===== config.mk =====
export PLATFORM = sky130hd
export DESIGN_NAME = mcs_mac_config_and_status
export DESIGN_NICKNAME = d
export VERILOG_FILES = /design/src/include/mcs_pkg.sv /design/src/logic/mcs_mac_config_and_status.sv /design/src/logic/mcs_mgmt_shift.sv /design/src/logic/mcs_rx_check.sv
export SDC_FILE = /design/constraint.sdc
export NUM_CORES = 1
export LEC_CHECK = 0
export BUFFER_PORTS_ARGS = -buffer_cell sky130_fd_sc_hd__buf_2
export CORE_ASPECT_RATIO = 0.7
export CORE_UTILIZATION = 45
export DETAILED_ROUTE_END_ITERATION = 7
export PLACE_DENSITY = 0.67
export SYNTH_ARGS = -nofsm -noshare
export SYNTH_HDL_FRONTEND = slang
export SYNTH_SLANG_ARGS = --single-unit

===== constraint.sdc =====
create_clock -name mclk -period 4.67 [get_ports mclk]
set_clock_uncertainty 0.2 [all_clocks]
set_input_delay 0.2335 -clock mclk [delete_from_list [all_inputs] [get_ports mclk]]
set_output_delay 0.2335 -clock mclk [all_outputs]
set_load 0.02 [all_outputs]

===== src/include/mcs_pkg.sv =====
/*
 * shared constants for the mac configuration and status block:
 * register offsets, field positions, reset values, frame limits,
 * management clock timing and the management shifter states.
 * assumes a 40 MHz system clock and a byte-addressed register port.
 */
package mcs_pkg;

  // register offsets (byte addresses)
  localparam logic [7:0] OFF_CONTROL = 8'h00;
  localparam logic [7:0] OFF_CONFIG = 8'h04;
  localparam logic [7:0] OFF_STATUS = 8'h08;
  localparam logic [7:0] OFF_MGMT = 8'h34;

  // configuration, control and status field positions
  localparam int CFG_IGNORE_CRC = 19;
  localparam int CFG_HDX_RX = 18;
  localparam int CFG_LEN_CHECK = 16;
  localparam int CFG_PAUSE_EN = 13;
  localparam int CFG_RETRY_TEST = 12;
  localparam int CFG_MDC_DIV_LO = 10;
  localparam int CFG_LONG_FRAME = 8;
  localparam int CFG_FULL_DUPLEX = 1;
  localparam int CFG_SPEED = 0;
  localparam int CTL_MGMT_EN = 4;
  localparam int STS_MGMT_IDLE = 2;

  // reset values and writable masks
  localparam logic [31:0] CFG_RESET = 32'h0000_0800;
  localparam logic [31:0] CFG_WMASK = 32'h000D_3D13;
  localparam logic [31:0] CTL_RESET = 32'h0000_0000;
  localparam logic [31:0] CTL_WMASK = 32'h0000_0010;
  localparam logic [31:0] STS_RESET = 32'h0000_0004;

  // frame limits in bytes
  localparam logic [15:0] MAX_STD_LEN = 16'h05EE;
  localparam logic [15:0] MAX_LONG_LEN = 16'h07D0;
  localparam logic [15:0] TYPE_ID_MIN = 16'h0600;

  // pause quantum and back-off
  localparam int PAUSE_BIT_TIMES = 512;
  localparam logic [9:0] ONE_SLOT = 10'h001;

  // management clock timing
  localparam int CLK_HZ = 40_000_000;
  localparam int MDC_MAX_HZ = 2_500_000;
  localparam int MDC_MIN_DIV = (CLK_HZ + MDC_MAX_HZ - 1) / MDC_MAX_HZ;
  localparam int MGMT_FRAME_W = 32;
  localparam int MGMT_DRIVE_BITS = 14;

  // interface modes
  localparam logic [1:0] IF_MII = 2'h0;

  // management shifter states, gray along idle -> shift -> done
  typedef enum logic [1:0] {
    MG_IDLE = 2'b00,
    MG_SHIFT = 2'b01,
    MG_DONE = 2'b11
  } mcs_mg_state_e;

endpackage


===== src/logic/mcs_mac_config_and_status.sv =====
/*
 * mac configuration and status: register port, receive acceptance,
 * duplex and pause control, back-off selection, speed select and the
 * phy management port. assumes the mac core gives one-cycle pulses
 * on mclk; phy receive clock and mdio arrive from outside the domain.
 */
// Implementation choice: the address-and-strobe port.
// Overview of operation
// - ignore-checksum bit accepts bad-checksum frames and stops checksum error counting.
// - half-duplex receive bit allows reception while transmitting.
// - length checking discards frames shorter than their length field.
// - a type id in octets 13 and 14 is never a length error.
// - pause enable holds transmission after a valid pause frame.
// - retry test forces back-off of exactly one slot time.
// - retry test decrements pause counter every receive phy clock.
// - two-bit divider field, reset 0x2, divides system clock for management clock.
// - management clock never exceeds 2.5 MHz.
// - management clock toggles only during a management operation.
// - long-frame bit accepts frames up to 2000 bytes.
// - with long-frame clear, frames above 1518 bytes are rejected.
// - full duplex ignores collision and carrier sense, allows receive during transmit.
// - speed bit clear selects 10 Mbit/s, set selects 100 Mbit/s.
// - speed bit acts only on reduced-pin or serial interfaces.
// - idle status bit reads 1 when management idle, resets to 1.
// - configuration bits 31:20 read zero and ignore writes.
// - disabled management port releases data line and holds clock low.
module mcs_mac_config_and_status (
  // clock and reset
  input wire logic mclk,
  input wire logic rst_n,
  // register port
  input wire logic [7:0] reg_addr,
  input wire logic [31:0] reg_wdata,
  input wire logic reg_wr,
  input wire logic reg_rd,
  output logic [31:0] reg_rdata,
  // phy pins
  input wire logic phy_rx_clk,
  input wire logic mdio_in,
  output logic mdio_out,
  output logic mdio_oe,
  output logic mdc,
  // transmit side of mac core
  input wire logic tx_active,
  input wire logic collision_in,
  input wire logic carrier_in,
  input wire logic collision_pulse,
  input wire logic [3:0] attempt_cnt,
  input wire logic [9:0] backoff_rand,
  input wire logic slot_tick,
  output logic tx_collision_seen,
  output logic tx_carrier_seen,
  output logic tx_hold,
  output logic [9:0] backoff_slots_q,
  // receive side of mac core
  input wire logic frame_end,
  input wire logic [15:0] rx_len,
  input wire logic [15:0] len_field,
  input wire logic crc_bad,
  input wire logic pause_rx,
  input wire logic [15:0] pause_quanta,
  output logic rx_allowed,
  output logic rx_accept,
  output logic rx_reject,
  output logic crc_err_count,
  // interface mode and speed
  input wire logic [1:0] if_mode,
  output logic speed_100_q
);

  localparam logic [9:0] BIT_TICKS_10 = 10'(mcs_pkg::PAUSE_BIT_TIMES - 1);

  //////////////////////////////////////////////////////////////////////
  // registers

  logic [31:0] cfg_q;
  logic [31:0] ctl_q;
  logic [31:0] mgmt_frame_q;
  logic mgmt_start_q;
  logic mgmt_busy;
  logic mgmt_done;
  logic [15:0] mgmt_rd;

  // decode used by both writes and reads
  function automatic logic hit(input logic [7:0] a, input logic [7:0] off);
    return a == off;
  endfunction

  // configuration, only writable fields change
  always_ff @(posedge mclk or negedge rst_n) begin
    if (!rst_n) begin
      cfg_q <= mcs_pkg::CFG_RESET;
    end else if (reg_wr && hit(reg_addr, mcs_pkg::OFF_CONFIG)) begin
      cfg_q <= reg_wdata & mcs_pkg::CFG_WMASK;
    end
  end

  // control, management port enable
  always_ff @(posedge mclk or negedge rst_n) begin
    if (!rst_n) begin
      ctl_q <= mcs_pkg::CTL_RESET;
    end else if (reg_wr && hit(reg_addr, mcs_pkg::OFF_CONTROL)) begin
      ctl_q <= reg_wdata & mcs_pkg::CTL_WMASK;
    end
  end

  // management frame, a write starts an operation when idle and the port is enabled
  always_ff @(posedge mclk or negedge rst_n) begin
    if (!rst_n) begin
      mgmt_frame_q <= 32'h0000_0000;
      mgmt_start_q <= 1'b0;
    end else begin
      mgmt_start_q <= 1'b0;
      if (reg_wr && hit(reg_addr, mcs_pkg::OFF_MGMT) && !mgmt_busy && !mgmt_start_q) begin
        mgmt_frame_q <= reg_wdata;
        mgmt_start_q <= ctl_q[mcs_pkg::CTL_MGMT_EN];
      end
    end
  end

  // read data, one cycle after the strobe, zero elsewhere
  always_ff @(posedge mclk or negedge rst_n) begin
    if (!rst_n) begin
      reg_rdata <= 32'h0000_0000;
    end else if (reg_rd) begin
      if (hit(reg_addr, mcs_pkg::OFF_CONFIG)) begin
        reg_rdata <= cfg_q;
      end else if (hit(reg_addr, mcs_pkg::OFF_CONTROL)) begin
        reg_rdata <= ctl_q;
      end else if (hit(reg_addr, mcs_pkg::OFF_STATUS)) begin
        reg_rdata <= {29'h0000_0000, !mgmt_busy && !mgmt_start_q, 2'h0};
      end else if (hit(reg_addr, mcs_pkg::OFF_MGMT)) begin
        reg_rdata <= {mgmt_frame_q[31:16], mgmt_rd};
      end else begin
        reg_rdata <= 32'h0000_0000;
      end
    end else begin
      reg_rdata <= 32'h0000_0000;
    end
  end

  //////////////////////////////////////////////////////////////////////
  // phy management port

  logic mdio_s1_q;
  logic mdio_s2_q;

  // two-stage synchroniser for the data line
  always_ff @(posedge mclk or negedge rst_n) begin
    if (!rst_n) begin
      mdio_s1_q <= 1'b0;
      mdio_s2_q <= 1'b0;
    end else begin
      mdio_s1_q <= mdio_in;
      mdio_s2_q <= mdio_s1_q;
    end
  end

  // shifter, divider field picks the clock ratio
  mcs_mgmt_shift u_mgmt (
    .mclk(mclk),
    .rst_n(rst_n),
    .port_en(ctl_q[mcs_pkg::CTL_MGMT_EN]),
    .div_sel(cfg_q[mcs_pkg::CFG_MDC_DIV_LO +: 2]),
    .start(mgmt_start_q),
    .frame(mgmt_frame_q),
    .mdio_in(mdio_s2_q),
    .mdio_o(mdio_out),
    .mdio_oe(mdio_oe),
    .mdc(mdc),
    .busy(mgmt_busy),
    .done(mgmt_done),
    .rd_data(mgmt_rd)
  );

  //////////////////////////////////////////////////////////////////////
  // receive acceptance

  mcs_rx_check u_rx (
    .mclk(mclk),
    .rst_n(rst_n),
    .ignore_bad_checksum(cfg_q[mcs_pkg::CFG_IGNORE_CRC]),
    .len_check_en(cfg_q[mcs_pkg::CFG_LEN_CHECK]),
    .long_frame_en(cfg_q[mcs_pkg::CFG_LONG_FRAME]),
    .frame_end(frame_end),
    .rx_len(rx_len),
    .len_field(len_field),
    .crc_bad(crc_bad),
    .accept_q(rx_accept),
    .reject_q(rx_reject),
    .crc_count_q(crc_err_count)
  );

  //////////////////////////////////////////////////////////////////////
  // duplex and speed

  logic full_dup;
  assign full_dup = cfg_q[mcs_pkg::CFG_FULL_DUPLEX];

  // receive gate and transmit line sensing
  assign rx_allowed = !tx_active || full_dup || cfg_q[mcs_pkg::CFG_HDX_RX];
  assign tx_collision_seen = collision_in && !full_dup;
  assign tx_carrier_seen = carrier_in && !full_dup;

  // speed select, plain mii always runs at the pins' own rate
  always_ff @(posedge mclk or negedge rst_n) begin
    if (!rst_n) begin
      speed_100_q <= 1'b0;
    end else begin
      speed_100_q <= cfg_q[mcs_pkg::CFG_SPEED] && if_mode != mcs_pkg::IF_MII;
    end
  end

  //////////////////////////////////////////////////////////////////////
  // back-off and pause

  logic rxc_s1_q;
  logic rxc_s2_q;
  logic rxc_s3_q;
  logic rxc_rise;
  logic [9:0] bit_cnt_q;
  logic quantum_tick;
  logic [15:0] pause_q;
  logic retry_test;

  assign retry_test = cfg_q[mcs_pkg::CFG_RETRY_TEST];

  // back-off window, truncated exponential unless under test
  always_ff @(posedge mclk or negedge rst_n) begin
    if (!rst_n) begin
      backoff_slots_q <= 10'h000;
    end else if (collision_pulse) begin
      if (retry_test) begin
        backoff_slots_q <= mcs_pkg::ONE_SLOT;
      end else begin
        backoff_slots_q <= backoff_rand & 10'((11'h001 << attempt_cnt) - 11'h001);
      end
    end
  end

  // receive phy clock synchroniser, edge taken after stage two
  always_ff @(posedge mclk or negedge rst_n) begin
    if (!rst_n) begin
      rxc_s1_q <= 1'b0;
      rxc_s2_q <= 1'b0;
      rxc_s3_q <= 1'b0;
    end else begin
      rxc_s1_q <= phy_rx_clk;
      rxc_s2_q <= rxc_s1_q;
      rxc_s3_q <= rxc_s2_q;
    end
  end
  assign rxc_rise = rxc_s2_q && !rxc_s3_q;

  // pause quantum: 512 bit times, or every receive clock under test
  always_ff @(posedge mclk or negedge rst_n) begin
    if (!rst_n) begin
      bit_cnt_q <= 10'h000;
    end else if (slot_tick) begin
      bit_cnt_q <= (bit_cnt_q == BIT_TICKS_10) ? 10'h000 : bit_cnt_q + 10'h001;
    end
  end
  assign quantum_tick = retry_test ? rxc_rise : (slot_tick && bit_cnt_q == BIT_TICKS_10);

  // pause counter, reload wins over decrement
  always_ff @(posedge mclk or negedge rst_n) begin
    if (!rst_n) begin
      pause_q <= 16'h0000;
    end else if (pause_rx && cfg_q[mcs_pkg::CFG_PAUSE_EN]) begin
      pause_q <= pause_quanta;
    end else if (quantum_tick && pause_q != 16'h0000) begin
      pause_q <= pause_q - 16'h0001;
    end
  end
  assign tx_hold = cfg_q[mcs_pkg::CFG_PAUSE_EN] && pause_q != 16'h0000;

  // helper: cycles spent in one management operation, saturating
  logic [11:0] mgmt_age_q;
  always_ff @(posedge mclk or negedge rst_n) begin
    if (!rst_n) begin
      mgmt_age_q <= 12'h000;
    end else if (!mgmt_busy) begin
      mgmt_age_q <= 12'h000;
    end else if (mgmt_age_q != 12'hFFF) begin
      mgmt_age_q <= mgmt_age_q + 12'h001;
    end
  end
endmodule


===== src/logic/mcs_mgmt_shift.sv =====
/*
 * management frame shifter: divides the system clock down to the
 * management clock and shifts one frame out and back in.
 * assumes mdio_in is already synchronised to mclk.
 */
module mcs_mgmt_shift #(
  parameter int FRAME_W = mcs_pkg::MGMT_FRAME_W
) (
  // clock and reset
  input wire logic mclk,
  input wire logic rst_n,
  // control
  input wire logic port_en,
  input wire logic [1:0] div_sel,
  input wire logic start,
  input wire logic [31:0] frame,
  // pins
  input wire logic mdio_in,
  output logic mdio_o,
  output logic mdio_oe,
  output logic mdc,
  // status
  output logic busy,
  output logic done,
  output logic [15:0] rd_data
);

  localparam logic [7:0] HALF_BASE = 8'(mcs_pkg::MDC_MIN_DIV / 2);

  // elaboration check: shifter and turnaround assume 32-bit frames
  if (FRAME_W != 32) begin : g_bad_frame_w
    $error("frame width must be 32");
  end

  mcs_pkg::mcs_mg_state_e st_q;
  logic [7:0] cnt_q;
  logic [7:0] half_cnt;
  logic tick;
  logic mdc_q;
  logic [4:0] bit_q;
  logic [31:0] sh_q;
  logic [31:0] rx_q;
  logic is_read_q;

  // half period grows with the divider selection
  assign half_cnt = 8'(HALF_BASE * ({6'h00, div_sel} + 8'h01));
  assign tick = (cnt_q == half_cnt - 8'h01);

  // divider runs only while shifting
  always_ff @(posedge mclk or negedge rst_n) begin
    if (!rst_n) begin
      cnt_q <= 8'h00;
    end else if (st_q != mcs_pkg::MG_SHIFT || tick) begin
      cnt_q <= 8'h00;
    end else begin
      cnt_q <= cnt_q + 8'h01;
    end
  end

  // frame sequencing, clock toggles only inside a frame
  always_ff @(posedge mclk or negedge rst_n) begin
    if (!rst_n) begin
      st_q <= mcs_pkg::MG_IDLE;
      mdc_q <= 1'b0;
      bit_q <= 5'h00;
      sh_q <= 32'h0000_0000;
      rx_q <= 32'h0000_0000;
      is_read_q <= 1'b0;
    end else if (!port_en) begin
      st_q <= mcs_pkg::MG_IDLE;
      mdc_q <= 1'b0;
    end else begin
      case (st_q)
        mcs_pkg::MG_IDLE: begin
          if (start) begin
            st_q <= mcs_pkg::MG_SHIFT;
            sh_q <= frame;
            bit_q <= 5'h00;
            is_read_q <= (frame[29:28] == 2'b10);
          end
        end
        mcs_pkg::MG_SHIFT: begin
          if (tick && !mdc_q) begin
            mdc_q <= 1'b1;
            rx_q <= {rx_q[30:0], mdio_in};
          end else if (tick) begin
            mdc_q <= 1'b0;
            sh_q <= {sh_q[30:0], 1'b0};
            if (bit_q == 5'(FRAME_W - 1)) begin
              st_q <= mcs_pkg::MG_DONE;
            end else begin
              bit_q <= bit_q + 5'h01;
            end
          end
        end
        mcs_pkg::MG_DONE: begin
          st_q <= mcs_pkg::MG_IDLE;
        end
        default: begin
          st_q <= mcs_pkg::MG_IDLE;
        end
      endcase
    end
  end

  // outputs, data released from the first turnaround bit on reads
  assign mdc = mdc_q;
  assign mdio_o = sh_q[31];
  assign mdio_oe = port_en && st_q == mcs_pkg::MG_SHIFT
                   && (!is_read_q || bit_q < 5'(mcs_pkg::MGMT_DRIVE_BITS));
  assign busy = st_q != mcs_pkg::MG_IDLE;
  assign done = st_q == mcs_pkg::MG_DONE;
  assign rd_data = rx_q[15:0];

endmodule


===== src/logic/mcs_rx_check.sv =====
/*
 * receive frame acceptance: length, length field and checksum tests
 * at the end of each frame. assumes frame_end is a one-cycle pulse
 * on mclk with the frame figures valid beside it.
 */
module mcs_rx_check (
  // clock and reset
  input wire logic mclk,
  input wire logic rst_n,
  // configuration
  input wire logic ignore_bad_checksum,
  input wire logic len_check_en,
  input wire logic long_frame_en,
  // frame figures
  input wire logic frame_end,
  input wire logic [15:0] rx_len,
  input wire logic [15:0] len_field,
  input wire logic crc_bad,
  // verdicts
  output logic accept_q,
  output logic reject_q,
  output logic crc_count_q
);

  logic too_long;
  logic len_short;
  logic crc_fail;
  logic bad;

  // length limit, field test skipped for type ids
  assign too_long = rx_len > (long_frame_en ? mcs_pkg::MAX_LONG_LEN : mcs_pkg::MAX_STD_LEN);
  assign len_short = len_check_en && len_field < mcs_pkg::TYPE_ID_MIN
                     && rx_len < len_field;
  assign crc_fail = crc_bad && !ignore_bad_checksum;
  assign bad = too_long || len_short || crc_fail;

  // one-cycle verdict after each frame end
  always_ff @(posedge mclk or negedge rst_n) begin
    if (!rst_n) begin
      accept_q <= 1'b0;
      reject_q <= 1'b0;
      crc_count_q <= 1'b0;
    end else begin
      accept_q <= frame_end && !bad;
      reject_q <= frame_end && bad;
      crc_count_q <= frame_end && crc_fail;
    end
  end

endmodule


==> impl_metrics.ini <==
[run_status]
run_status = complete, no violations

[critical_path]
cp_max_fo = 19
start_kind = flop
endpoint_kind = flop
timing.rr.end = u_mgmt.sh_q[2]
max_stage_delay_ns = 0.62
cp.required_ns = 4.82
cp_top_family = compound AO/OA/AOI/OAI gates
cp_cell_sequence = inv_1 > ha_1 > xnor2_1 > mux2i_1 > nand3_1 > a21boi_2 > buf_4 > a2bb2oi_1
worst-path-buf-inv = 2
crit_arrival_ns = 3.26
r2r_cells = 8
r2r_slack_ns = 1.56
worstReg2RegStart = cfg_q[11]
crit_slowest_cell = a21boi_2
setup.worst_path.class = reg2reg

[die]
core_area_sq_um = 18400
ios = 171
die_y_um = 118
die_area_sq_um = 19800
start_util_pct = 46.9
std_cell_rows = 41
die_w_um = 168

[finish]
nFillCells = 1530
antenna_cells = 0
fin_nets = 1150
instances_no_fill = 1253
drive_gt1_share_pct = 28.0
post-route-util_pct = 60.2
final_common_cell = dfrtp_1
syn2layout_area_growth_pct = 28.2
layout_common_cells = 186 x dfrtp_1, 169 x buf_2, 76 x dlygate4sd3_1

[grt]
antenna_found_initial = 0
first_global_vias = 6701
grt_usage_pct = 21.7
grt_pass1_wl_um = 34300
grt_overflow = 0
grt_max_degree = 115

[timing]
slew_viol_final = 0
setup_viol = 0
fin_crit_sh_pct = 66.6
fin_tns_setup_ns = 0
tightestPinTransition_ns = 1.17
hold_ws_ns = 0.0256
finalHoldViolCount = 0
rsz0062_at_grt = no
period_needed_ns = 3.11
max_slew_margin_pct = 21.8
fmax_ghz = 0.322

[cts]
clock_latency_ns = 0.43
htree_levels = 4
cts_buffers = 17
cts_root_buf = clkbuf_16
path_clk_slew_ns = 0.08
cts_setup_buffers = 0
post_cts_resized = 0
cts_tree = yes
cts_hold_buf = 76
clock_sinks = 187
cts.path.max_buffers = 2

[routing]
drt-wirelength-per-cell_um = 16.2
drt-met1-wl_um = 10100
met2_length_um = 8980
drt_iter0_markers = 473
route.detailed.drc = 0
wl_um = 20300
top_layer_used = met4
detail_route.vias_per_cell = 5.39
drtPass1Iterations = 5
ant_nets = 0
wl_met3_um = 1010
dr_total_vias = 6754

[hold_path]
holdPathEnd = backoff_slots_q[6]
min_from = collision_pulse
hold_depth = 2
hold_path.class = in2reg

[logic_synthesis]
synth.largest_area_cell = dfrtp_1
synth_top_area_share_pct = 53.9
ys_seq_area_share_pct = 54.2
syn_nets = 912
synth_cell_types = 60
synth-async-reset-ratio_pct = 100
synth_cells = 766
syn_avg_cell_area_sq_um = 11.3
synth_edf_count = 0
synth_area_leaders = dfrtp_1 54%, mux2_2 6.8%, ha_1 4.1%, a2bb2oi_1 3.1%, o22ai_1 2.5%
ys_ff_latch = 187
yosys_warnings = 0
ys_dominant_reg_cell = dfrtp_1
synth_area_sq_um = 8640

[placement]
dp_hpwl_um = 13600
post-place-cells = 1145
io_buffers = 170
place_congestion = 0.814

[flow_run]
cap_violations = 0

[pwr]
p_per_area_nw_per_um2 = 342
p_leak_nw = 5.41
ir_drop_mv = 0.232
==> synthesized netlist by cell type, types with 3 or more instances <==
cell type	instances
a21oi_1	21
a22oi_1	12
a2bb2oi_1	31
a31oi_1	9
and2_1	22
and3_1	6
and4_1	3
buf_2	6
clkbuf_1	26
dfrtp_1	186
ha_1	28
inv_1	43
mux2_2	52
mux2_4	10
mux2i_1	7
nand2_1	43
nand2b_1	5
nand3_1	26
nand3b_1	6
nand4_1	10
nand4b_1	4
nor2_1	45
nor2b_1	16
nor3_1	9
nor4_1	3
nor4_2	4
nor4b_1	3
o211ai_1	3
o21ai_0	20
o22ai_1	35
o311ai_0	3
o31ai_1	3
or3_1	11
or4_1	8
xnor2_1	9
xor2_1	7
==> registers in the layout, summed over array words and instances (netlist names), 2 cells and up <==
name	count
u_mgmt.st_q	2
backoff_slots_q	10
u_mgmt.sh_q	32
u_mgmt.bit_q	5
u_mgmt.cnt_q	8
cfg_q	11
u_mgmt.rx_q	16
bit_cnt_q	10
pause_q	16
reg_rdata	32
mgmt_frame_q	32
==> through the flow <==
step,worst slack (ns),power [mW],area [sq um]
floorplan,1.99,2.16,8640
global placement,1.67,2.34,9740
detailed placement,1.61,2.35,9740
CTS,1.57,3.82,11100
global route,1.31,3.99,11100
finish,1.56,3.79,11100
==> worst max-delay path by stage <==
stage,start,end,depth (start not counted)
2_1_floorplan,cfg_q[11],u_mgmt.rx_q[10],9
3_3_place_gp,cfg_q[11],u_mgmt.sh_q[25],8
3_5_place_dp,cfg_q[11],u_mgmt.sh_q[2],8
4_1_cts,cfg_q[11],u_mgmt.sh_q[2],8
5_1_grt,cfg_q[11],u_mgmt.sh_q[2],8
6_report,cfg_q[11],u_mgmt.sh_q[2],8
==> where the power goes <==
| part | total [mW] | internal (mW) | leakage, nW | switching, mW |
|---|---|---|---|---|
| registers | 1.86 | 1.73 | 2.54 | 0.128 |
| logic | 0.518 | 0.253 | 2.59 | 0.265 |
| clock network | 1.41 | 0.718 | 0.281 | 0.695 |
| total | 3.79 | 2.70 | 5.41 | 1.09 |
==> layer usage <==
| metal | vias to the layer above | global-route usage (%) |
|---|---|---|
| met5 | - | 0 |
| met4 | 0 | 5.10 |
| met3 | 14 | 4.81 |
| met2 | 178 | 32.1 |
| met1 | 3309 | 32.4 |
| li1 | 3253 | - |
==> logic make-up (layout without fill, tap and decap cells) <==
group	Yosys count	after routing	synth area share (%)
buffers and inverters	77	328	3.52
and+or+nand+nor	237	237	15.2
adders and majority gates	28	28	4.05
muxes	69	69	9.33
AOI/OAI and AO/OA	152	152	12.1
xor gates and xnor gates	16	16	1.62
DFF	187	187	54.2
==> layout make-up <==
type                       instances  area (sq um)  area share [%]
clock buffer                      18           429            3.87
clock inverter                    14           149            1.34
inverter                          43           161            1.46
multi-input combinational        502          3680            33.2
sequential                       187          4680            42.2
tap                              236           295            2.67
timing repair buffer             253          1690            15.2
Note: power is estimated with default switching activity, not from simulation.
